<file path="config.mk">
export PLATFORM = sky130hd
export DESIGN_NAME = wpb_protect_bank
export DESIGN_NICKNAME = d
export VERILOG_FILES = /design/src/wpb_pkg.sv /design/src/wpb_flag_if.sv /design/src/wpb_flag_bank.sv /design/src/wpb_protect_bank.sv
export VERILOG_INCLUDE_DIRS = /design/src
export SDC_FILE = /design/constraint.sdc
export NUM_CORES = 1
export LEC_CHECK = 0
export BUFFER_PORTS_ARGS = -buffer_cell sky130_fd_sc_hd__buf_2
export CAP_MARGIN = 20
export CELL_PAD_IN_SITES_DETAIL_PLACEMENT = 0
export CELL_PAD_IN_SITES_GLOBAL_PLACEMENT = 1
export CORE_MARGIN = 4
export CORE_UTILIZATION = 32
export DETAILED_ROUTE_END_ITERATION = 6
export PLACE_DENSITY_LB_ADDON = 0.25
export SYNTH_ARGS = -nofsm -noshare
export SYNTH_HDL_FRONTEND = slang
export SYNTH_SLANG_ARGS = --single-unit
</file>
<file path="constraint.sdc">
create_clock -name ref_clk -period 1.47 [get_ports ref_clk]
set_input_delay 0.0735 -clock ref_clk [delete_from_list [all_inputs] [get_ports ref_clk]]
set_output_delay 0.0735 -clock ref_clk [all_outputs]
set_load 0.005 [all_outputs]
</file>
<file path="src/wpb_map.svh">
`ifndef WPB_MAP_SVH
`define WPB_MAP_SVH

// ********************************************************************
// Register offsets (byte addresses).
// ********************************************************************
`define WPB_OFF_CLEAR 12'h000
`define WPB_OFF_SET 12'h004

// ********************************************************************
// Reset value and the mask of bits that hold a flag.
// ********************************************************************
`define WPB_RESET_VAL 32'h0080_0000
`define WPB_FLAG_MASK 32'h013f_fffe

// ********************************************************************
// Field positions and widths.
// ********************************************************************
`define WPB_POS_EVENT 1
`define WPB_POS_SERIAL 2
`define WPB_W_SERIAL 6
`define WPB_POS_CTRL_TMR 8
`define WPB_W_CTRL_TMR 3
`define WPB_POS_GEN_TMR 11
`define WPB_W_GEN_TMR 5
`define WPB_POS_CONVERTER 16
`define WPB_POS_CMP_ZERO 17
`define WPB_POS_OUT_CONV 18
`define WPB_POS_TOUCH 19
`define WPB_POS_AUDIO 20
`define WPB_POS_CMP_ONE 21
`define WPB_POS_CTRL_TMR3 24

// ********************************************************************
// Timing: the slave answers after a fixed number of access cycles.
// ********************************************************************
`define WPB_ACCESS_WAIT 1

`endif

</file>
<file path="src/wpb_pkg.sv">
package wpb_pkg;

  typedef logic [31:0] wpb_word_t;

  typedef enum logic [0:0] {
    WPB_IDLE,
    WPB_ANSWER
  } wpb_phase_t;

endpackage

</file>
<file path="src/wpb_flag_if.sv">
`timescale 1ns/1ps
`default_nettype none

interface wpb_flag_if;
  wpb_pkg::wpb_word_t set_mask;
  wpb_pkg::wpb_word_t clr_mask;
  wpb_pkg::wpb_word_t flags;

  modport ctrl (
    output set_mask,
    output clr_mask,
    input flags
  );

  modport bank (
    input set_mask,
    input clr_mask,
    output flags
  );
endinterface

`default_nettype wire

</file>
<file path="src/wpb_flag_bank.sv">
`timescale 1ns/1ps
`default_nettype none
`include "wpb_map.svh"

module wpb_flag_bank (
  input wire logic ref_clk,
  input wire logic reset,
  input wire logic clk_en,
  wpb_flag_if.bank fl
);

  localparam logic [31:0] FLAG_MASK = `WPB_FLAG_MASK;
  localparam logic [31:0] RESET_VAL = `WPB_RESET_VAL;

  // ******************************************************************
  // One cell per bit position.
  // ******************************************************************
  genvar i;
  generate
    for (i = 0; i < 32; i++)
    begin : g_cell
      if (FLAG_MASK[i])
      begin : g_flag
        logic flag_q;
        always_ff @(posedge ref_clk)
        begin
          if (reset)
            flag_q <= RESET_VAL[i];
          else if (clk_en)
          begin
            // RQ10 set wins
            if (fl.set_mask[i])
              flag_q <= 1'b1;
            // RQ2 clear on one
            else if (fl.clr_mask[i])
              flag_q <= 1'b0;
          end
        end
        assign fl.flags[i] = flag_q;
      end
      else
      begin : g_reserved
        // RQ11 reserved is constant
        assign fl.flags[i] = RESET_VAL[i];
      end
    end
  endgenerate

endmodule // wpb_flag_bank

`default_nettype wire

</file>
<file path="src/wpb_protect_bank.sv">
// Local design decision: register access over APB.
`timescale 1ns/1ps
`default_nettype none
`include "wpb_map.svh"

// Functional notes
// RQ1 - Writing zero to a clear-register flag bit leaves that flag unchanged.
// RQ2 - Writing one to a clear-register flag bit turns protection off.
// RQ3 - A flag bit reads one while protected, zero while not.
// RQ4 - The clear register decodes at byte offset zero.
// RQ5 - The set register decodes at offset four; zeros written there do nothing.
// RQ6 - Bits 11 to 15 hold the five general timer flags, ascending.
// RQ7 - Bits 2 to 7 hold six serial unit flags; bit 1 event router.
// RQ8 - Bits 8 to 10 hold control timers zero to two; bit 24 three.
// RQ9 - Bits 16 to 21 hold converter, comparators, output converter, touch, audio.
// RQ10 - Writing one to a set-register bit enables protection; both read alike.
// RQ11 - Unassigned bit positions ignore writes and are reserved.

module wpb_protect_bank #(
  parameter int ADDR_W = 12
) (
  input wire logic ref_clk,
  input wire logic reset,
  input wire logic clk_en,
  input wire logic psel,
  input wire logic penable,
  input wire logic pwrite,
  input wire logic [ADDR_W-1:0] paddr,
  input wire logic [31:0] pwdata,
  input wire logic [3:0] pstrb,
  output logic [31:0] prdata,
  output logic pready,
  output logic pslverr,
  output logic event_router_flag,
  output logic [`WPB_W_SERIAL-1:0] serial_unit_flags,
  output logic [`WPB_W_CTRL_TMR-1:0] control_timer_flags,
  output logic [`WPB_W_GEN_TMR-1:0] general_timer_flags,
  output logic converter_flag,
  output logic comparator_pair_zero_flag,
  output logic output_converter_flag,
  output logic touch_controller_flag,
  output logic audio_serial_flag,
  output logic comparator_pair_one_flag,
  output logic control_timer_three_flag
);

  // ******************************************************************
  // Parameter checks.
  // ******************************************************************
  // The decode needs at least the two byte-select bits and bit 2.
  if (ADDR_W < 3)
  begin : g_bad_addr_w
    $error("ADDR_W must be at least 3");
  end

  // ******************************************************************
  // Constants.
  // ******************************************************************
  localparam logic [31:0] FLAG_MASK = `WPB_FLAG_MASK;
  localparam logic [11:0] OFF_CLEAR = `WPB_OFF_CLEAR;
  localparam logic [11:0] OFF_SET = `WPB_OFF_SET;

  // ******************************************************************
  // Decode helpers.
  // ******************************************************************
  // Compares a full bus address with a register byte offset.  Upper
  // address bits beyond the offset width must be zero, so aliases of
  // the two registers elsewhere in the window answer as unmapped.
  function automatic logic addr_hit(
    input logic [ADDR_W-1:0] addr,
    input logic [11:0] off
  );
    logic [ADDR_W+11:0] wide_addr;
    logic [ADDR_W+11:0] wide_off;
    wide_addr = {12'h000, addr};
    wide_off = {{ADDR_W{1'b0}}, off};
    addr_hit = (wide_addr == wide_off);
  endfunction

  // Widens the four byte strobes to a 32-bit lane mask.
  function automatic logic [31:0] lane_mask(input logic [3:0] strb);
    logic [31:0] m;
    m = 32'h0000_0000;
    for (int b = 0; b < 4; b++)
    begin
      m[b*8 +: 8] = {8{strb[b]}};
    end
    lane_mask = m;
  endfunction

  // ******************************************************************
  // Flag bank.
  // ******************************************************************
  wpb_flag_if fl ();

  wpb_flag_bank u_bank (
    .ref_clk (ref_clk),
    .reset (reset),
    .clk_en (clk_en),
    .fl (fl)
  );

  // ******************************************************************
  // Bus decode.
  // ******************************************************************
  wpb_pkg::wpb_phase_t phase_q;
  wpb_pkg::wpb_phase_t phase_d;
  logic pready_q;
  logic pready_d;
  logic pslverr_q;
  logic pslverr_d;
  wpb_pkg::wpb_word_t prdata_q;
  wpb_pkg::wpb_word_t prdata_d;

  wire logic access = psel && penable;
  // RQ4 clear at zero
  wire logic hit_clear = addr_hit(paddr, OFF_CLEAR);
  // RQ5 set at four
  wire logic hit_set = addr_hit(paddr, OFF_SET);
  wire logic hit_any = hit_clear || hit_set;

  // A write takes effect only at the edge where the master sees pready
  // high, so a stalled clock enable cannot commit a write twice.
  wire logic commit = (phase_q == wpb_pkg::WPB_ANSWER) && access
                      && pwrite && hit_any && clk_en;

  // Only the written lanes and only assigned flag positions take part.
  // RQ11 reserved bits masked
  wire wpb_pkg::wpb_word_t write_ones = pwdata & lane_mask(pstrb)
                                        & FLAG_MASK;

  // RQ1 zeros leave flags
  // RQ2 ones clear
  assign fl.clr_mask = (commit && hit_clear) ? write_ones
                                             : 32'h0000_0000;
  // RQ5 zeros ignored
  // RQ10 ones set
  assign fl.set_mask = (commit && hit_set) ? write_ones
                                           : 32'h0000_0000;

  // RQ3 read shows flags
  // RQ10 both read alike
  wire wpb_pkg::wpb_word_t read_word = hit_any ? fl.flags
                                               : 32'h0000_0000;

  // ******************************************************************
  // Bus phase tracking.
  // ******************************************************************
  // Every access gets exactly one wait state: the first access cycle
  // captures read data and the error answer, the second shows pready.
  // The wait state costs a cycle but keeps all outputs registered.
  always_comb
  begin
    phase_d = phase_q;
    pready_d = 1'b0;
    pslverr_d = 1'b0;
    prdata_d = prdata_q;
    case (phase_q)
      wpb_pkg::WPB_IDLE:
      begin
        if (access)
        begin
          phase_d = wpb_pkg::WPB_ANSWER;
          pready_d = 1'b1;
          pslverr_d = !hit_any;
          prdata_d = pwrite ? 32'h0000_0000 : read_word;
        end
      end
      wpb_pkg::WPB_ANSWER:
      begin
        phase_d = wpb_pkg::WPB_IDLE;
        prdata_d = 32'h0000_0000;
      end
      default:
      begin
        phase_d = wpb_pkg::WPB_IDLE;
        prdata_d = 32'h0000_0000;
      end
    endcase
  end

  always_ff @(posedge ref_clk)
  begin
    if (reset)
    begin
      phase_q <= wpb_pkg::WPB_IDLE;
      pready_q <= 1'b0;
      pslverr_q <= 1'b0;
      prdata_q <= 32'h0000_0000;
    end
    else if (clk_en)
    begin
      phase_q <= phase_d;
      pready_q <= pready_d;
      pslverr_q <= pslverr_d;
      prdata_q <= prdata_d;
    end
  end

  assign pready = pready_q;
  assign pslverr = pslverr_q;
  assign prdata = prdata_q;

  // ******************************************************************
  // Per-peripheral protection outputs.
  // ******************************************************************
  // These are the bank's own flip-flops, sliced by field.
  // RQ7 event router bit
  assign event_router_flag = fl.flags[`WPB_POS_EVENT];
  // RQ7 serial units
  assign serial_unit_flags =
    fl.flags[`WPB_POS_SERIAL +: `WPB_W_SERIAL];
  // RQ8 control timers
  assign control_timer_flags =
    fl.flags[`WPB_POS_CTRL_TMR +: `WPB_W_CTRL_TMR];
  // RQ6 general timers
  assign general_timer_flags =
    fl.flags[`WPB_POS_GEN_TMR +: `WPB_W_GEN_TMR];
  // RQ9 analog and misc
  assign converter_flag = fl.flags[`WPB_POS_CONVERTER];
  assign comparator_pair_zero_flag = fl.flags[`WPB_POS_CMP_ZERO];
  assign output_converter_flag = fl.flags[`WPB_POS_OUT_CONV];
  assign touch_controller_flag = fl.flags[`WPB_POS_TOUCH];
  assign audio_serial_flag = fl.flags[`WPB_POS_AUDIO];
  assign comparator_pair_one_flag = fl.flags[`WPB_POS_CMP_ONE];
  // RQ8 control timer three
  assign control_timer_three_flag = fl.flags[`WPB_POS_CTRL_TMR3];

endmodule // wpb_protect_bank

`default_nettype wire

</file>
After elaboration in Yosys (flattened, before gate mapping)
Cells that the tools add are included.
- multipliers: 0
- multiplexer cells: 55
- reductions and logical operators: 55
- $lt $le $gt $ge: 0
- div/mod/pow operators: 0
- $add $sub $neg: 0
- shift-type cells: 0
- equal/unequal tests: 2
- bitwise gates (word level): 2
- operators by type and width (kind ; count):
    25-bit two-way mux ; 4
    32-bit one-hot mux with 2 select lines ; 1
    1-bit two-way mux ; 48
    2-bit AND reduction ; 23
    2-bit nonzero test ; 22
    32-bit two-way mux ; 1
    25-bit AND ; 1
    12-bit by 3-bit equality test with 1-bit output (second input constant) ; 1
    12-bit zero test ; 1
    1-bit logical AND ; 7
    2-bit != test (second input constant) ; 1
    1-bit one-hot mux with 2 select lines ; 1
    1-bit zero test ; 1
    1-bit logical OR ; 1
    1-bit inverter ; 1
- input port bits: 54
- ROM bits: 0
- output and inout bits: 56
- bits in registers: 57
- memories kept: 0
- bits in writable memories: 0
- latch bits: 0

Logic depth before layout (Yosys ltp)
- depth in word-level cells: 9
- depth in mapped cells: 6
- gate-level depth less buffers: 4

Hierarchy
Synthesis repeated with hierarchy kept, for this count alone.
- cell total of the unflattened synthesis: 302
- area total of the unflattened synthesis: 2879.0 um^2
- by module, submodules not included (module ; area each (um^2) ; times used ; cells each ; sequential area each (um^2)):
    wpb_protect_bank ; 1654.1 ; 1 ; 173 ; 680.7
    wpb_flag_bank ; 1224.9 ; 1 ; 129 ; 440.4

Worst setup path after synthesis
OpenSTA, ideal clock, no wires.
- path kind: reg-to-reg
- start: register pready (netlist name)
- end: register u_bank.g_cell[17].g_flag.flag_q
- stages on the path, launching flop included: 6
- arrival time: 1.239 ns
- required time: 1.345 ns
- clock period less this slack: 1.364 ns
- path slack: 0.106 ns
- cells stage by stage: dfxtp_1 and4bb_2 nand4_2 buf_6 o31ai_1 o21ai_1
- RTL lines (item ; RTL line ; text):
    end signal: assignment ; wpb_flag_bank.sv:28 ; flag_q <= RESET_VAL[i];
    end: declaration ; wpb_flag_bank.sv:24 ; logic flag_q;

==> impl_metrics.tcl <==
set metrics [dict create \
    status "finished with violations" \
    worstMarginPinSlew_ps 592 \
    start_kind "flop" \
    fin_tns_setup_ps -86.4 \
    synth-seq-cells 47 \
    io_pins 110 \
    htree_levels 2 \
    die_h_um 90.0 \
    drt-wirelength-per-cell_um 16.8 \
    hold_violations 0 \
    core_area_um2 6420 \
    nFillCells 667 \
    rr_endpoint "u_bank.g_cell[4].g_flag.flag_q$_SDFFE_PP0P_" \
    reg2reg_slack_ps -20 \
    fmax_ghz 0.671 \
    drive_gt1_frac 0.518 \
    clockBufferDepth 2 \
    crit_slowest_cell "dfxtp_2" \
    rsz0062_at_grt "true" \
    seq_area_frac_synth 0.438 \
    place.gp.congestion 0.731 \
    vias 1919 \
    dr.pass1.iters 4 \
    portBuffers 90 \
    drt-initial-drc-count 68 \
    initial_core_util 0.335 \
    cts_buffers 5 \
    area_growth_pct 38.3 \
    timing.rr.start "pready$_SDFFE_PP0P_" \
    synth_warnings 0 \
    total_power_w 0.00234 \
    critPathKind "flop to flop" \
    timing.slew.headroom 0.605 \
    p_per_area_nw_per_um2 787 \
    synth_area_um2 2150 \
    grt_overflow 0 \
    grt_usage 0.142 \
    final_util 0.463 \
    grt_pass1_wl_mm 9.40 \
    worst_r2r_path_depth 6 \
    setup_violations 10 \
    layout_commonest_cell "buf_2" \
    worstHoldPathType "input port to flop" \
    vias_per_cell 5.08 \
    grt_max_degree 27 \
    setup_slack_ps -21.0 \
    finalCriticalPeriod_ps 1490 \
    worst_ep_arrival_time_ps 1680 \
    synth_top_area_frac 0.438 \
    ir_drop_mv 0.343 \
    path_cells "buf_6 > and4bb_2 > nand4_4 > clkbuf_16 > o31ai_4 > o21ai_1" \
    hpwl_mm 3.97 \
    antenna_found_initial 0 \
    routed_wl_mm 6.36 \
    startpoint "pready$_SDFFE_PP0P_" \
    grt_pass1_vias 1864 \
    syn_avg_cell_area_um2 9.68 \
    slew_viol_final 0 \
    cts_hold_buf 0 \
    insertion_delay_ps 300 \
    path_clk_slew_ps 80 \
    fp-row-count 29 \
    drc 0 \
    fin_crit_sh 1.01 \
    cts_tree "built" \
    cpPeakStageDelay_ps 340 \
    pre_cts_slack_ps -145 \
    final_nets 354 \
    synth_top_area_cell "dfxtp_1" \
    yosysUniqueCellTypes 30 \
    diodes 0 \
    die_x_um 90.0 \
    cts-root-buf "clkbuf_8" \
    end_kind "flop" \
    skew_ps 6.04 \
    whs_path_depth 3 \
    ant_nets 0 \
    worstPathMaxFanout 6 \
    cap_violations 0 \
    p_leak_nw 1.27 \
    worst_ep_required_time_ps 1660 \
    die_area_um2 8090 \
    synthCells 222 \
    final_cell_mix "90 x buf_2, 46 x dfxtp_1, 23 x nor2b_1, 23 x nand3_1, 22 x o21ai_1" \
    synthTopCellsByArea "dfxtp_1 44%, buf_4 8.0%, a22o_2 7.9%" \
    critical_path.endpoint "u_bank.g_cell[4].g_flag.flag_q$_SDFFE_PP0P_" \
    violations "setup timing" \
    clkSinkCount 47 \
]
-- how the worst min path moves through the flow --
stage,from,end,slack [ps]
3_3_place_gp,pwdata[18],u_bank.g_cell[18].g_flag.flag_q$_SDFFE_PP0P_,370
4_1_cts,pwdata[2],u_bank.g_cell[2].g_flag.flag_q$_SDFFE_PP0P_,50
3_5_place_dp,pwdata[2],u_bank.g_cell[2].g_flag.flag_q$_SDFFE_PP0P_,370
6_report,pwdata[9],u_bank.g_cell[9].g_flag.flag_q$_SDFFE_PP0P_,70
2_1_floorplan,paddr[2],u_bank.g_cell[7].g_flag.flag_q$_SDFFE_PP0P_,210
5_1_grt,pwdata[9],u_bank.g_cell[9].g_flag.flag_q$_SDFFE_PP0P_,80
-- power breakdown --
group	total (W)	internal [W]	switching [W]	leakage (nW)
Clock	0.000855	0.000430	0.000425	0.0515
Combinational	0.000211	0.0000725	0.000138	0.843
Sequential	0.00128	0.00127	0.00000125	0.379
-- layer usage --
metal	up-vias	track usage	part of all wire
li1	939	-	-
met1	905	0.183	0.45
met2	67	0.227	0.48
met3	8	0.0467	0.065
met4	0	0.0421	0.011
met5	-	0	0
-- stage by stage --
stage               area [µm²]  instances  hold slack [ps]
floorplan                 2180        230              205
global placement          2540        366              367
detailed placement        2540        366              370
CTS                       2650        374             45.6
global route              2970        378             79.8
finish                    2970        378             68.4
-- layout make-up --
| class | count | area [µm²] | share of cell area |
|---|---|---|---|
| clock buffer | 8 | 100 | 0.0337 |
| multi-input combinational | 143 | 1220 | 0.411 |
| timing repair buffer | 102 | 608 | 0.205 |
| tap | 77 | 96.3 | 0.0324 |
| sequential | 47 | 942 | 0.317 |
| inverter | 1 | 3.75 | 0.00126 |
-- logic make-up (layout without fill, tap and decap cells) --
family,Yosys count,after routing,share of synthesized area
AO/OA/AOI/OAI,70,70,0.241
AND/OR/NAND/NOR,64,64,0.190
flip-flops,47,47,0.438
buffers and inverters,40,111,0.129
other,1,9,0.00174
-- cell usage after synthesis, drive strengths merged --
cell type  instances
and3               1
o21ba              1
nor2               5
and4bb             2
inv                1
buf               31
nor3               1
a22o              22
clkbuf             8
a21oi              2
nand4b             1
conb               1
nand3             23
o21ai             22
o31ai             22
nor2b             23
dfxtp             47
nand2              3
nand4              1
or2                1
a2bb2oi            1
and4b              1
nor4               2
-- state kept, by name, indices dropped and copies added, names as in the netlist --
| name | cells |
|---|---|
| prdata | 23 |
| pready | 1 |
| pslverr | 1 |
| u_bank.g_cell.g_flag.flag_q | 22 |
-- critical path: cells and delay by family (launching register included) --
kind                   cells  cell delay (ps)
AO/OA/AOI/OAI              2              260
buffers and inverters      2              350
AND/OR/NAND/NOR            2              440
flip-flops                 1              340
-- repair_timing --
action / 4_1_cts / 5_1_grt
resized for setup: 4 / 39
endpoints found under the setup margin: 25 / 22
buffers inserted: 0 / 1
cloned: 0 / 3
pin swaps: 0 / 23
Note: power is estimated with default switching activity, not from simulation.
